==> src/hw/gpa_pkg.sv <==
package gpa_pkg;
	localparam int GPA_PINS = 24;
	localparam int GPA_REG_W = 32;
	localparam int GPA_IDX_W = 8;
	// register indices on the command port
	localparam logic [7:0] GPA_IDX_ALT = 8'h15;
	localparam logic [7:0] GPA_IDX_DIR = 8'h16;
	localparam logic [7:0] GPA_IDX_DIR_INIT = 8'h17;
	localparam logic [7:0] GPA_IDX_OUT = 8'h18;
	localparam logic [7:0] GPA_IDX_OUT_INIT = 8'h19;
	localparam logic [7:0] GPA_IDX_SNAP = 8'h1A;
	// reset values
	localparam logic [31:0] GPA_ALT_RST = 32'h00000600;
	localparam logic [31:0] GPA_DIR_INIT_RST = 32'h000142CC;
	localparam logic [31:0] GPA_OUT_INIT_RST = 32'h00000000;
	// alternate-function bits that have a peripheral behind them
	localparam logic [31:0] GPA_ALT_IMPL = 32'h00E2FF80;
	// initial-value store slots
	localparam logic GPA_NV_DIR = 1'b0;
	localparam logic GPA_NV_OUT = 1'b1;
	// alternate-function bit positions, equal to pin numbers
	localparam int GPA_BIT_NET = 23;
	localparam int GPA_BIT_TXA_LOW = 22;
	localparam int GPA_BIT_TXA_HIGH = 21;
	localparam int GPA_BIT_AN3 = 17;
	localparam int GPA_BIT_AN2 = 15;
	localparam int GPA_BIT_AN1 = 14;
	localparam int GPA_BIT_AN0 = 13;
	localparam int GPA_BIT_CTS = 12;
	localparam int GPA_BIT_RTS = 11;
	localparam int GPA_BIT_RXD = 10;
	localparam int GPA_BIT_TXD = 9;
	localparam int GPA_BIT_VREF = 8;
	localparam int GPA_BIT_UART_BUSY = 7;
	typedef enum logic [1:0] {
		GPA_VAR_FULL,
		GPA_VAR_LONG_RANGE,
		GPA_VAR_AMPLIFIED
	} gpa_variant_type;
	typedef enum logic [1:0] {
		GPA_ST_FETCH_DIR,
		GPA_ST_FETCH_OUT,
		GPA_ST_LOAD_OUT,
		GPA_ST_RUN
	} gpa_state_type;
endpackage

==> src/hw/gpa_if.sv <==
interface gpa_nv_if;
	logic rd;
	logic raddr;
	logic wr;
	logic waddr;
	logic [31:0] wdata;
	logic [31:0] rdata;
	modport ctrl(output rd, raddr, wr, waddr, wdata, input rdata);
	modport store(input rd, raddr, wr, waddr, wdata, output rdata);
endinterface

interface gpa_pin_if #(parameter int N = 24);
	logic [N-1:0] claim;
	logic [N-1:0] poe;
	logic [N-1:0] pval;
	logic [N-1:0] dir;
	logic [N-1:0] outv;
	logic [N-1:0] free;
	logic [N-1:0] drive;
	logic [N-1:0] oe_n;
	modport ctrl(output claim, poe, pval, dir, outv, free, input drive, oe_n);
	modport mux(input claim, poe, pval, dir, outv, free, output drive, oe_n);
endinterface

==> src/hw/gpa_port.sv <==
module gpa_port #(
	parameter gpa_pkg::gpa_variant_type VARIANT = gpa_pkg::GPA_VAR_FULL
) (
	// clock and reset
	input wire logic clock,
	input wire logic reset_n,
	// command port
	input wire logic cmd_write,
	input wire logic cmd_read,
	input wire logic [gpa_pkg::GPA_IDX_W-1:0] cmd_index,
	input wire logic [gpa_pkg::GPA_REG_W-1:0] cmd_wdata,
	output logic cmd_ready,
	output logic cmd_rvalid,
	output logic cmd_error,
	output logic [gpa_pkg::GPA_REG_W-1:0] cmd_rdata,
	// module-level controls
	input wire logic soft_reset,
	input wire logic pwm_feature_en,
	input wire logic hw_flow_en,
	// peripherals driving pins and vref_enable
	input wire logic network_active,
	input wire logic tx_active,
	input wire logic uart_busy,
	input wire logic uart_txd,
	input wire logic uart_rts,
	input wire logic pwm_level,
	input wire logic adc_converting,
	input wire logic amp_bypass,
	// peripherals fed from pins
	output logic uart_rxd,
	output logic uart_cts,
	output logic [3:0] analog_enable,
	output logic vref_enable,
	// pins
	input wire logic [gpa_pkg::GPA_PINS-1:0] pin_in,
	output logic [gpa_pkg::GPA_PINS-1:0] pin_out,
	output logic [gpa_pkg::GPA_PINS-1:0] pin_oe_n
);
	import gpa_pkg::*;

	typedef struct packed {
		gpa_state_type st;
		logic [31:0] alt;
		logic [31:0] dir;
		logic [31:0] outv;
		logic rvalid;
		logic rerr;
		logic rd_nv;
		logic [31:0] rdata;
	} gpa_regs_type;

	// working copies hold the defaults so pins are sane before the reload
	localparam gpa_regs_type GPA_REGS_RST = '{
		st: GPA_ST_FETCH_DIR,
		alt: GPA_ALT_RST,
		dir: GPA_DIR_INIT_RST,
		outv: GPA_OUT_INIT_RST,
		rvalid: 1'b0,
		rerr: 1'b0,
		rd_nv: 1'b0,
		rdata: 32'h00000000
	};

	// bits a variant takes away; pin and alt positions coincide
	function automatic logic [31:0] gpa_variant_drop(input gpa_variant_type v);
		logic [31:0] m;
		m = 32'h00000000;
		if (v != GPA_VAR_FULL) begin
			m[GPA_BIT_TXA_HIGH] = 1'b1;
			m[GPA_BIT_VREF] = 1'b1;
		end
		if (v == GPA_VAR_AMPLIFIED) begin
			m[GPA_BIT_TXA_LOW] = 1'b1;
			m[GPA_BIT_AN0] = 1'b1;
		end
		return m;
	endfunction

	localparam logic [31:0] ALT_OK = GPA_ALT_IMPL & ~gpa_variant_drop(VARIANT);
	localparam logic [31:0] PIN_DROP = gpa_variant_drop(VARIANT);
	localparam logic AMPLIFIED = (VARIANT == GPA_VAR_AMPLIFIED);

	gpa_regs_type r_q;
	gpa_regs_type r_d;

	gpa_nv_if nvif();
	gpa_pin_if #(.N(GPA_PINS)) pif();

	gpa_nv_store u_nv (
		.clock(clock),
		.reset_n(reset_n),
		.nv(nvif.store)
	);

	gpa_pin_mux #(.N(GPA_PINS)) u_mux (
		.p(pif.mux)
	);

	logic [31:0] alt_eff;
	logic [GPA_PINS-1:0] claim;
	logic [GPA_PINS-1:0] poe;
	logic [GPA_PINS-1:0] pval;
	logic flow_cts;
	logic flow_rts;
	logic pwm_on;

	// reserved bits are stored but masked off here
	assign alt_eff = r_q.alt & ALT_OK;
	assign flow_cts = alt_eff[GPA_BIT_CTS] & hw_flow_en;
	assign flow_rts = alt_eff[GPA_BIT_RTS] & hw_flow_en;
	assign pwm_on = pwm_feature_en;

	// peripheral routing per claimed pin
	always_comb begin
		claim = '0;
		poe = '0;
		pval = '0;
		// indicator still obeys direction; output bit forces high
		claim[GPA_BIT_NET] = alt_eff[GPA_BIT_NET];
		poe[GPA_BIT_NET] = r_q.dir[GPA_BIT_NET];
		pval[GPA_BIT_NET] = network_active | r_q.outv[GPA_BIT_NET];
		claim[GPA_BIT_TXA_LOW] = alt_eff[GPA_BIT_TXA_LOW];
		poe[GPA_BIT_TXA_LOW] = 1'b1;
		pval[GPA_BIT_TXA_LOW] = ~tx_active;
		claim[GPA_BIT_TXA_HIGH] = alt_eff[GPA_BIT_TXA_HIGH];
		poe[GPA_BIT_TXA_HIGH] = 1'b1;
		pval[GPA_BIT_TXA_HIGH] = tx_active;
		// analog inputs: pin released, converter sees it
		claim[GPA_BIT_AN3] = alt_eff[GPA_BIT_AN3];
		claim[GPA_BIT_AN1] = alt_eff[GPA_BIT_AN1];
		claim[GPA_BIT_AN0] = alt_eff[GPA_BIT_AN0];
		// pwm takes the pin whatever the analog bit says
		claim[GPA_BIT_AN2] = alt_eff[GPA_BIT_AN2] | pwm_on;
		poe[GPA_BIT_AN2] = pwm_on;
		pval[GPA_BIT_AN2] = pwm_on & pwm_level;
		claim[GPA_BIT_CTS] = flow_cts;
		claim[GPA_BIT_RTS] = flow_rts;
		poe[GPA_BIT_RTS] = 1'b1;
		pval[GPA_BIT_RTS] = uart_rts;
		claim[GPA_BIT_RXD] = alt_eff[GPA_BIT_RXD];
		claim[GPA_BIT_TXD] = alt_eff[GPA_BIT_TXD];
		poe[GPA_BIT_TXD] = 1'b1;
		pval[GPA_BIT_TXD] = uart_txd;
		claim[GPA_BIT_VREF] = alt_eff[GPA_BIT_VREF];
		claim[GPA_BIT_UART_BUSY] = alt_eff[GPA_BIT_UART_BUSY];
		poe[GPA_BIT_UART_BUSY] = 1'b1;
		pval[GPA_BIT_UART_BUSY] = uart_busy;
		// amplifier bypass owns its pin outright on that variant
		if (AMPLIFIED) begin
			claim[GPA_BIT_AN0] = 1'b1;
			poe[GPA_BIT_AN0] = 1'b1;
			pval[GPA_BIT_AN0] = amp_bypass;
		end
	end

	assign pif.claim = claim;
	assign pif.poe = poe;
	assign pif.pval = pval;
	assign pif.dir = r_q.dir[GPA_PINS-1:0];
	assign pif.outv = r_q.outv[GPA_PINS-1:0];
	assign pif.free = ~PIN_DROP[GPA_PINS-1:0];
	assign pin_out = pif.drive;
	assign pin_oe_n = pif.oe_n;

	// inputs handed back to peripherals; idle levels when unclaimed
	assign uart_rxd = alt_eff[GPA_BIT_RXD] ? pin_in[GPA_BIT_RXD] : 1'b1;
	assign uart_cts = flow_cts ? pin_in[GPA_BIT_CTS] : 1'b0;
	assign analog_enable[3] = alt_eff[GPA_BIT_AN3];
	assign analog_enable[2] = alt_eff[GPA_BIT_AN2] & ~pwm_on;
	assign analog_enable[1] = alt_eff[GPA_BIT_AN1];
	assign analog_enable[0] = alt_eff[GPA_BIT_AN0] & ~AMPLIFIED;
	assign vref_enable = alt_eff[GPA_BIT_VREF] & adc_converting;

	// commands wait while the initial values are being fetched
	assign cmd_ready = (r_q.st == GPA_ST_RUN) && !soft_reset;

	// next state: reload sequence and command decode
	always_comb begin
		r_d = r_q;
		r_d.rvalid = 1'b0;
		r_d.rerr = 1'b0;
		nvif.rd = 1'b0;
		nvif.raddr = GPA_NV_DIR;
		nvif.wr = 1'b0;
		nvif.waddr = GPA_NV_DIR;
		nvif.wdata = cmd_wdata;
		unique case (r_q.st)
			GPA_ST_FETCH_DIR: begin
				nvif.rd = 1'b1;
				nvif.raddr = GPA_NV_DIR;
				r_d.st = GPA_ST_FETCH_OUT;
			end
			GPA_ST_FETCH_OUT: begin
				r_d.dir = nvif.rdata;
				nvif.rd = 1'b1;
				nvif.raddr = GPA_NV_OUT;
				r_d.st = GPA_ST_LOAD_OUT;
			end
			GPA_ST_LOAD_OUT: begin
				r_d.outv = nvif.rdata;
				r_d.st = GPA_ST_RUN;
			end
			GPA_ST_RUN: begin
				if (soft_reset) begin
					// soft reset wins over a command in the same cycle
					r_d.st = GPA_ST_FETCH_DIR;
				end else if (cmd_write) begin
					unique case (cmd_index)
						GPA_IDX_ALT: r_d.alt = cmd_wdata;
						GPA_IDX_DIR: r_d.dir = cmd_wdata;
						GPA_IDX_OUT: r_d.outv = cmd_wdata;
						GPA_IDX_DIR_INIT: begin
							nvif.wr = 1'b1;
							nvif.waddr = GPA_NV_DIR;
						end
						GPA_IDX_OUT_INIT: begin
							nvif.wr = 1'b1;
							nvif.waddr = GPA_NV_OUT;
						end
						default: r_d.rerr = 1'b1;
					endcase
				end else if (cmd_read) begin
					r_d.rvalid = 1'b1;
					r_d.rd_nv = 1'b0;
					r_d.rdata = 32'h00000000;
					unique case (cmd_index)
						GPA_IDX_ALT: r_d.rdata = r_q.alt;
						GPA_IDX_DIR: r_d.rdata = r_q.dir;
						GPA_IDX_OUT: r_d.rdata = r_q.outv;
						GPA_IDX_SNAP: r_d.rdata = {8'h00, pin_in};
						GPA_IDX_DIR_INIT: begin
							nvif.rd = 1'b1;
							nvif.raddr = GPA_NV_DIR;
							r_d.rd_nv = 1'b1;
						end
						GPA_IDX_OUT_INIT: begin
							nvif.rd = 1'b1;
							nvif.raddr = GPA_NV_OUT;
							r_d.rd_nv = 1'b1;
						end
						default: r_d.rerr = 1'b1;
					endcase
				end
			end
		endcase
	end

	always_ff @(posedge clock or negedge reset_n) begin
		if (!reset_n) begin
			r_q <= GPA_REGS_RST;
		end else begin
			r_q <= r_d;
		end
	end

	// both read sources are flops; the select is registered too
	assign cmd_rdata = r_q.rd_nv ? nvif.rdata : r_q.rdata;
	assign cmd_rvalid = r_q.rvalid;
	assign cmd_error = r_q.rerr;
endmodule

==> src/hw/gpa_nv_store.sv <==
module gpa_nv_store (
	// clock and reset
	input wire logic clock,
	input wire logic reset_n,
	// access port
	gpa_nv_if.store nv
);
	import gpa_pkg::*;

	typedef struct packed {
		logic [31:0] dir_init;
		logic [31:0] out_init;
		logic [31:0] rdata;
	} gpa_nv_type;

	// power-up contents stand in for the factory defaults
	localparam gpa_nv_type GPA_NV_RST = '{
		dir_init: GPA_DIR_INIT_RST,
		out_init: GPA_OUT_INIT_RST,
		rdata: 32'h00000000
	};

	gpa_nv_type r_q;
	gpa_nv_type r_d;

	always_comb begin
		r_d = r_q;
		if (nv.rd) begin
			r_d.rdata = (nv.raddr == GPA_NV_OUT) ? r_q.out_init : r_q.dir_init;
		end
		if (nv.wr && nv.waddr == GPA_NV_OUT) begin
			r_d.out_init = nv.wdata;
		end
		if (nv.wr && nv.waddr == GPA_NV_DIR) begin
			r_d.dir_init = nv.wdata;
		end
	end

	always_ff @(posedge clock or negedge reset_n) begin
		if (!reset_n) begin
			r_q <= GPA_NV_RST;
		end else begin
			r_q <= r_d;
		end
	end

	assign nv.rdata = r_q.rdata;
endmodule

==> src/hw/gpa_pin_mux.sv <==
module gpa_pin_mux #(
	parameter int N = 24
) (
	// pin control
	gpa_pin_if.mux p
);
	genvar i;
	generate
		for (i = 0; i < N; i++) begin : g_pin
			logic oe;
			logic val;
			always_comb begin
				// a claimed pin ignores direction and output here; poe and pval decide it
				if (p.claim[i]) begin
					oe = p.poe[i];
					val = p.pval[i];
				end else if (p.free[i]) begin
					oe = p.dir[i];
					val = p.dir[i] & p.outv[i];
				end else begin
					oe = 1'b0;
					val = 1'b0;
				end
			end
			assign p.drive[i] = val;
			assign p.oe_n[i] = ~oe;
		end
	endgenerate
endmodule

==> config.mk <==
export PLATFORM = sky130hd
export DESIGN_NAME = gpa_port
export DESIGN_NICKNAME = d
export VERILOG_FILES = /design/src/hw/gpa_pkg.sv /design/src/hw/gpa_if.sv /design/src/hw/gpa_port.sv /design/src/hw/gpa_nv_store.sv /design/src/hw/gpa_pin_mux.sv
export SDC_FILE = /design/constraint.sdc
export NUM_CORES = 1
export LEC_CHECK = 0
export BUFFER_PORTS_ARGS = -buffer_cell sky130_fd_sc_hd__buf_2
export CORE_MARGIN = 3
export CORE_UTILIZATION = 62
export CTS_CLUSTER_DIAMETER = 80
export DETAILED_ROUTE_END_ITERATION = 6
export PLACE_DENSITY = 0.85
export REMOVE_ABC_BUFFERS = 1
export SYNTH_ARGS = -nofsm -noshare
export SYNTH_HDL_FRONTEND = slang
export SYNTH_SLANG_ARGS = --single-unit
==> constraint.sdc <==
create_clock -name clock -period 3.5 [get_ports clock]
set_input_delay 0.35 -clock clock [delete_from_list [all_inputs] [get_ports clock]]
set_output_delay 0.35 -clock clock [all_outputs]
set_load 0.05 [all_outputs]
==> results of run 1 <==
per-layer routing:
metal,up-vias,GRT usage,part of all wire
met2,402,0.508,0.49
met1,4381,0.392,0.40
met3,74,0.0499,0.076
met4,4,0.0986,0.030
met5,-,0,0.00068
li1,3829,-,-
registers in the layout (all words and copies together), names as in the netlist:
register / count
alt_eff: 10
analog_enable: 3
cmd_error: 1
cmd_rvalid: 1
pif.dir: 24
pif.outv: 24
r_q: 70
u_nv.nv.rdata: 32
u_nv.r_q: 64
worst reg2reg max path, delay by kind of cell (launching register included):
family                     cells  cell delay, ns
muxes                          1            0.40
AOI/OAI and AO/OA              1            0.56
buffers and inverters          2            0.75
DFF                            1            0.40
and+or+nand+nor                1            0.11
adders and majority gates      1            0.38
path summary, 6_finish.rpt:
path | from | end
max | r_q[132] | pif.outv[5]
min | cmd_wdata[29] | r_q[128]
min in group asynchronous | reset_n | u_nv.r_q[74]
min reg2reg | r_q[16] | r_q[16]
max reg2reg | r_q[132] | pif.outv[5]
max in group asynchronous | reset_n | u_nv.r_q[78]
power by group:
group / switching [mW] / internal [mW]
sequential: 0.310 / 3.05
clock: 1.06 / 1.83
combinational: 1.66 / 0.968
total: 3.03 / 5.85
layout by cell type (no fill, tap or decap), drive strengths merged, types with 2 or more instances in the layout:
master    Yosys  routed
or4           2       2
o21bai        8       8
nand2b       10      10
ha            4       4
and2         13      13
buf          53     197
inv          63      63
nor2b         2       2
clkinvlp      0       2
nand4b       24      24
clkinv        0       3
nand2        86      86
nand3b        2       2
nor4          8       8
a221oi       24      24
nor3         14      14
a22oi         8       8
a21boi        8       8
dfrtp       213     213
or4bb        24      24
o21ai        60      60
mux2i        66      66
clkbuf       50      33
nor2         18      18
and3          2       2
dfstp        16      16
mux2        193     193
bufinv        0       6
nand3         2       2
a211oi       24      24
a21oi         7       7
what timing repair did:
action	in CTS	in global routing
hold buffers	1	0
buffers inserted	0	0
setup endpoints to repair	0	0
endpoints found under the hold margin	95	0
area by class of cell:
class                           count  area, um2  share of cell area
Antenna cell                        1       2.50            0.000184
Inverter                           63        236              0.0174
Multi-Input combinational cell    620       5280               0.389
Clock inverter                     11        210              0.0155
Tap cell                          229        287              0.0211
Sequential cell                   229       5750               0.423
Clock buffer                       33        696              0.0512
Timing Repair Buffer              198       1120              0.0823
per-stage QoR:
step	worst slack, ns	cell area [um2]	cells	power (mW)	hold WS [ns]
6_report	0.785	13600	1384	8.88	0.100
3_3_place_gp	0.585	12700	1338	5.90	0.457
2_1_floorplan	-1.42	11200	912	5.10	0.0544
4_1_cts	0.789	13600	1383	8.89	0.0927
3_5_place_dp	0.546	12700	1338	5.99	0.459
5_1_grt	0.681	13600	1384	9.19	0.108
cells by family (layout without fill, tap and decap cells):
logic type	count (synthesis)	count (layout)
AOI/OAI and AO/OA	144	144
adders and majority gates	4	4
buffers and inverters	166	305
DFF	229	229
muxes	259	259
other	0	1
and+or+nand+nor	213	213
==> Flow_metrics.wiki, run 1 <==
{| class="wikitable"
! Metric !! Value
|-
| Signed area change from the synthesized netlist to the final layout || 14.9%
|-
| Top cell type's share of synthesized area || 0.451
|-
| Initial antenna violation count || 3
|-
| Clock edge transition at the registers on the reported setup and hold paths || approximately 0.06 ns
|-
| Final HPWL from detailed placement || 19.1 mm
|-
| Buffers added on ports || 167
|-
| Die outline width || roughly 140 um
|-
| Routed vias || between 8000 and 9000
|-
| Remaining antenna violation count || 0
|-
| Adder-cell share of the synthesized area || 0.00423
|-
| DRC || 0
|-
| Most common cell in the synthesized netlist || sky130_fd_sc_hd__dfrtp_1
|-
| # rows || slightly below 50
|-
| Kind of end point of the critical path || flip-flop
|-
| Commonest cells in the netlist || sky130_fd_sc_hd__dfrtp_1 (213), sky130_fd_sc_hd__mux2_2 (157), sky130_fd_sc_hd__nand2_1 (86)
|-
| Total congestion overflow || 0
|-
| Core Box Area || 18300 um2
|-
| Max-cap viol count || 0
|-
| Post-DR vias/cell || around 6.3
|-
| Iteration-0 DRC count of the detailed router || 591
|-
| Reported leakage power || between 6 and 7 nW
|-
| Clock tree root driver cell || sky130_fd_sc_hd__clkbuf_16
|-
| Slew @ Worst Pin || about 1.0 ns
|-
| Outcome || finished, final reports clean
|-
| Vias in the first global route || 8895
|-
| First-pass detailed-route iteration total || 4
|-
| Most used cell, CP || sky130_fd_sc_hd__buf_4
|-
| Netlist Area Pre-Place || roughly 12000 um2
|-
| Largest buffer count on any clock path || 3
|-
| Most instantiated flip-flop cell in the synthesis netlist || sky130_fd_sc_hd__dfrtp_1
|-
| Depth of the worst register-to-register path || 6
|-
| Setup CP Type || reg -> reg
|-
| Post-Synth Simple-Gate Area || 0.108
|-
| Cells after Synth || 1015
|-
| RD Place Congestion || just over 0.8
|-
| Longest individual stage delay on the worst path || about 0.56 ns
|-
| Final count of hold timing violations || 0
|-
| CTS tree || yes
|-
| Class of the most critical hold timing path || in -> reg
|-
| Wire length of the first global-routing pass || a little under 50 mm
|-
| Required time at the worst-slack endpoint || between 3 and 4 ns
|-
| Total clock buffers created by CTS || 24
|-
| Async SR Flop Fraction || 1.00
|-
| Final period utilization || 0.776
|-
| Synthesis-stage register bit count || around 230
|-
| Height of the die || approximately 140 um
|-
| Maximum operating frequency || about 370 MHz
|-
| Setup skew after layout || roughly 0.011 ns
|-
| Initial Util || 0.645
|-
| Largest family of logic cells by synthesized area || multiplexers
|-
| Total stage count of the critical path || 6
|-
| Startpoint types || flip-flop
|-
| Post-CTS Resized || 0
|-
| Highest-delay cell along the critical path || sky130_fd_sc_hd__a31oi_4
|-
| Final Setup Violations || 0
|-
| Buffers plus inverters on the worst setup path || 2
|-
| Number of flops mapped to enable cells by yosys || 0
|-
| WHS Path Cells || 2
|-
| Largest voltage drop on the vdd net || approximately 0.47 mV
|-
| Die footprint || around 21000 um2
|-
| Clock latency reported for the late side of the worst-skew pair || about 0.52 ns
|-
| Worst path arrival time || slightly above 3 ns
|-
| Minimum period implied by the final worst setup slack || 2.72 ns
|-
| Max Slew Vio Count || 0
|-
| Power density of the placed cells || approximately 650 nW/um2
|-
| Proportion of layout cells with a drive suffix above 1 || 0.393
|-
| GR Util All Layers || 0.298
|-
| Synth warn || 0
|-
| Pin count of the biggest net entering global routing || 109
|-
| End-of-flow core utilization || 0.741
|-
| Count of distinct cell types in the synthesized netlist || 50
|-
| Fillers || ~1200
|-
| Clock sink count || about 230
|-
| Top cell type by total area after synthesis || sky130_fd_sc_hd__dfrtp_1
|-
| Unrepaired setup endpoints after global routing || false
|-
| Mux contribution to synthesized area || 0.249
|-
| Xor and xnor fraction of the mapped netlist area || 0
|-
| Worst slew slack as a fraction of its limit || 0.313
|-
| Fraction of the mapped netlist area in compound gates || 0.0809
|-
| Io pins || ~170
|-
| Sequential cell area fraction in the yosys report || 0.486
|-
| Worst reg-to-reg setup slack || between 0.7 and 0.8 ns
|-
| Critical path's top delay family || buffers and inverters
|-
| Wire length reported by the detailed router || 30.8 mm
|-
| H-tree depth reported by CTS || 1
|-
| Setup TNS after final layout || 0 ns
|-
| Mean post-synth cell area || between 10 and 15 um2
|-
| Worst-path fanout max || 18
|-
| Post-layout nets || 1219
|-
| Wirelength per Cell || 22.2 um
|-
| Cell-by-cell trace of the critical path || ha_2 > buf_4 > nor2b_1 > a31oi_4 > buf_4 > mux2_2
|-
| Cell types occupying the most area after synthesis || sky130_fd_sc_hd__dfrtp_1 (45%), sky130_fd_sc_hd__mux2_2 (15%), sky130_fd_sc_hd__mux2i_1 (5.6%), sky130_fd_sc_hd__mux2_4 (3.8%), sky130_fd_sc_hd__dfstp_2 (3.6%)
|}
Power figures use the tool's default switching activity.
==> run 2: changes to the inputs <==
--- a/config.mk
+++ b/config.mk
@@ -7,10 +7,10 @@
 export LEC_CHECK = 0
 export BUFFER_PORTS_ARGS = -buffer_cell sky130_fd_sc_hd__buf_2
 export CORE_MARGIN = 3
-export CORE_UTILIZATION = 62
+export CORE_UTILIZATION = 52
 export CTS_CLUSTER_DIAMETER = 80
 export DETAILED_ROUTE_END_ITERATION = 6
-export PLACE_DENSITY = 0.85
+export PLACE_DENSITY = 0.76
 export REMOVE_ABC_BUFFERS = 1
 export SYNTH_ARGS = -nofsm -noshare
 export SYNTH_HDL_FRONTEND = slang
==> constraint.sdc (replaced) <==
create_clock -name clock -period 2.3 [get_ports clock]
set_input_delay 0.23 -clock clock [delete_from_list [all_inputs] [get_ports clock]]
set_output_delay 0.23 -clock clock [all_outputs]
set_load 0.05 [all_outputs]
==> run 2 against run 1 <==
Critical endpoint is now cmd_rdata[18]; final area increased by 2.9%; sequential power rose by 51%; critical path type is now reg -> out; largest cell class unchanged; combinational power rose by 62%; final cell count up 5.7%; die area grew 18%.
==> Flow_metrics.wiki, run 2 (same netlist as run 1, synthesis figures left out) <==
{| class="wikitable"
! Metric !! Value
|-
| Maximum operating frequency || 456 MHz
|-
| Initial Util || 0.535 (was 0.645)
|-
| Post-Place Cell Area || 13000 um2 (was 12700 um2)
|-
| Class of the most critical hold timing path || in -> reg (unchanged)
|-
| Clock edge transition at the registers on the reported setup and hold paths || 0.06 ns (about the same)
|-
| Kind of end point of the critical path || output pin (was flip-flop)
|-
| Buffers added on ports || 167 (unchanged)
|-
| Clock tree root driver cell || sky130_fd_sc_hd__clkbuf_16 (unchanged)
|-
| Worst hold slack across all endpoints || 0.00319 ns (was 0.100 ns)
|-
| Startpoint types || flip-flop (unchanged)
|-
| Area taken by flip-flops and latches || 5750 um2 (unchanged)
|-
| Register bank with the most flops || r_q (unchanged)
|-
| Io pins || 169 (unchanged)
|-
| Post-layout nets || 1247 (was 1219)
|-
| Reported leakage power || 6.78 nW (was 6.62 nW)
|-
| Routed vias || 8600 (was 8690)
|-
| Height of the die || 157 um (was 144 um)
|-
| Die footprint || 24600 um2 (was 20800 um2)
|-
| Final Setup Violations || 0 (unchanged)
|-
| Setup TNS after final layout || 0 ns (unchanged)
|-
| Wire length reported by the detailed router || 30.5 mm (was 30.8 mm)
|-
| Power density of the placed cells || 961 nW/um2 (was 653 nW/um2)
|-
| # rows || 54 (was 49)
|-
| Setup skew after layout || 0.0132 ns (was 0.0112 ns)
|-
| H-tree depth reported by CTS || 1 (unchanged)
|-
| DRC || 0 (unchanged)
|-
| Setup CP Type || reg -> out (was reg -> reg)
|-
| Outcome || finished, final reports clean (unchanged)
|-
| Total congestion overflow || 0 (unchanged)
|-
| Worst Slack Setup Final || 0.105 ns (was 0.785 ns)
|-
| GR Util All Layers || 0.249 (was 0.298)
|-
| Largest voltage drop on the vdd net || 0.658 mV (was 0.466 mV)
|-
| Max Slew Vio Count || 0 (unchanged)
|-
| Wire length of the first global-routing pass || 48.6 mm (was 48.2 mm)
|-
| Die outline width || 157 um (was 144 um)
|-
| Signed area change from the synthesized netlist to the final layout || 18.2% (was 14.9%)
|-
| Top layer reached by signal wires || met5 (unchanged)
|-
| Worst slew slack as a fraction of its limit || 0.564 (was 0.313)
|-
| Clock sink count || 229 (unchanged)
|-
| End-of-flow core utilization || 0.633 (was 0.741)
|-
| Worst path arrival time || 1.97 ns (was 3.11 ns)
|-
| Cell area after layout || 14000 um2 (was 13600 um2)
|-
| Most used cells in the layout excluding fill and tap cells || sky130_fd_sc_hd__dfrtp_1 (212), sky130_fd_sc_hd__buf_2 (165), sky130_fd_sc_hd__mux2_2 (157) (was sky130_fd_sc_hd__dfrtp_1 (212), sky130_fd_sc_hd__buf_2 (166), sky130_fd_sc_hd__mux2_2 (157))
|-
| Post-DR vias/cell || 5.88 (was 6.28)
|-
| Area of the multi-input gates || 5290 um2 (was 5280 um2)
|-
| Unrepaired setup endpoints after global routing || false (unchanged)
|-
| Vias in the first global route || 8997 (was 8895)
|-
| Largest buffer count on any clock path || 3 (unchanged)
|-
| Number of flip-flops in the largest register || 70 (unchanged)
|-
| Core Box Area || 22100 um2 (was 18300 um2)
|-
| Final HPWL from detailed placement || 19.7 mm (was 19.1 mm)
|-
| Final period utilization || 0.955
|-
| CTS tree || yes (unchanged)
|-
| Pre-CTS setup slack || -0.0510 ns (was 0.546 ns)
|-
| Proportion of layout cells with a drive suffix above 1 || 0.398 (was 0.393)
|-
| Fillers || 1698 (was 1163)
|-
| Total met3 wirelength after detailed routing || 2.16 mm (was 2.34 mm)
|-
| Most common cell after layout, fill and taps aside || sky130_fd_sc_hd__dfrtp_1 (unchanged)
|-
| Required time at the worst-slack endpoint || 2.07 ns (was 3.90 ns)
|-
| Max-cap viol count || 0 (unchanged)
|-
| Slew @ Worst Pin || 0.644 ns (was 1.03 ns)
|-
| Pin count of the biggest net entering global routing || 78 (was 109)
|-
| RD Place Congestion || 0.803 (was 0.829)
|-
| Routed metal-1 wire length || 13.2 mm (was 12.4 mm)
|-
| Minimum period implied by the final worst setup slack || ~2.2 ns
|-
| Final count of hold timing violations || 0 (unchanged)
|-
| Initial antenna violation count || 3 (unchanged)
|-
| Met2 routed WL || 14.7 mm (was 15.1 mm)
|-
| Iteration-0 DRC count of the detailed router || 604 (was 591)
|-
| Remaining antenna violation count || 0 (unchanged)
|-
| Worst-path fanout max || 25 (was 18)
|-
| Total clock buffers created by CTS || 24 (unchanged)
|-
| Clock latency reported for the late side of the worst-skew pair || 0.51 ns (was 0.52 ns)
|-
| First-pass detailed-route iteration total || 4 (unchanged)
|-
| Wirelength per Cell || 20.9 um (was 22.2 um)
|}
==> run 2: cell count changes in the layout (fill, tap and decap cells not counted), moves of 2 or more <==
cell                            previous run  this run
sky130_fd_sc_hd__buf_4                    27        34
sky130_fd_sc_hd__clkinvlp_4                2         0
sky130_fd_sc_hd__bufinv_16                 6         3
sky130_fd_sc_hd__buf_12                    3        14
sky130_fd_sc_hd__clkinv_2                  3         5
sky130_fd_sc_hd__clkbuf_8                  4         6
sky130_fd_sc_hd__dlygate4sd3_1             1        11
==> run 2: per-layer routing <==
layer	global-route usage	up-vias
li1	-	3906
met1	0.346	4334
met2	0.410	312
met3	0.0371	44
met4	0.0650	4
met5	0	-
==> run 2: cell type report <==
| class | instances | area share |
|---|---|---|
| Antenna cell | 1 | 0.000179 |
| Timing Repair Buffer | 226 | 0.107 |
| Clock buffer | 36 | 0.0520 |
| Clock inverter | 8 | 0.00823 |
| Sequential cell | 229 | 0.411 |
| Tap cell | 280 | 0.0251 |
| Inverter | 63 | 0.0169 |
| Multi-Input combinational cell | 620 | 0.379 |
==> run 2: path summary, 6_finish.rpt <==
kind	from	endpoint	slack [ns]	cells after the start
worst max-delay path	r_q[32]	cmd_rdata[18]	0.10	3
worst min-delay path	cmd_wdata[0]	r_q[99]	0.003	2
worst max register to register	r_q[132]	pif.dir[8]	0.15	6
worst min register to register	r_q[21]	r_q[21]	0.48	2
max in group asynchronous	reset_n	pif.dir[16]	1.22	3
min in group asynchronous	reset_n	alt_eff[8]	0.31	2
==> run 2: power by group <==
| part | switching [mW] | internal [mW] | leakage, nW |
|---|---|---|---|
| Sequential | 0.453 | 4.64 | 3.12 |
| Clock | 1.59 | 2.52 | 0.419 |
| Combinational | 2.56 | 1.68 | 3.25 |
==> run 2: through the flow <==
stage	instances	power [mW]
global placement	1407	9.23
detailed placement	1407	9.33
global route	1463	14.0
CTS	1462	13.4
floorplan	912	7.76
finish	1463	13.4
==> run 2: critical path, stage by stage (launching register included) <==
cell                      delay (ns)
sky130_fd_sc_hd__dfrtp_2        0.55
sky130_fd_sc_hd__buf_12         0.27
sky130_fd_sc_hd__mux2_2         0.40
sky130_fd_sc_hd__buf_2          0.22
==> run 2: what timing repair did <==
item,4_1_cts,5_1_grt
hold buffers,11,0
buffers inserted,0,0
endpoints found under the hold margin,90,0
endpoints found under the setup margin,1,10
gates resized for setup,2,3
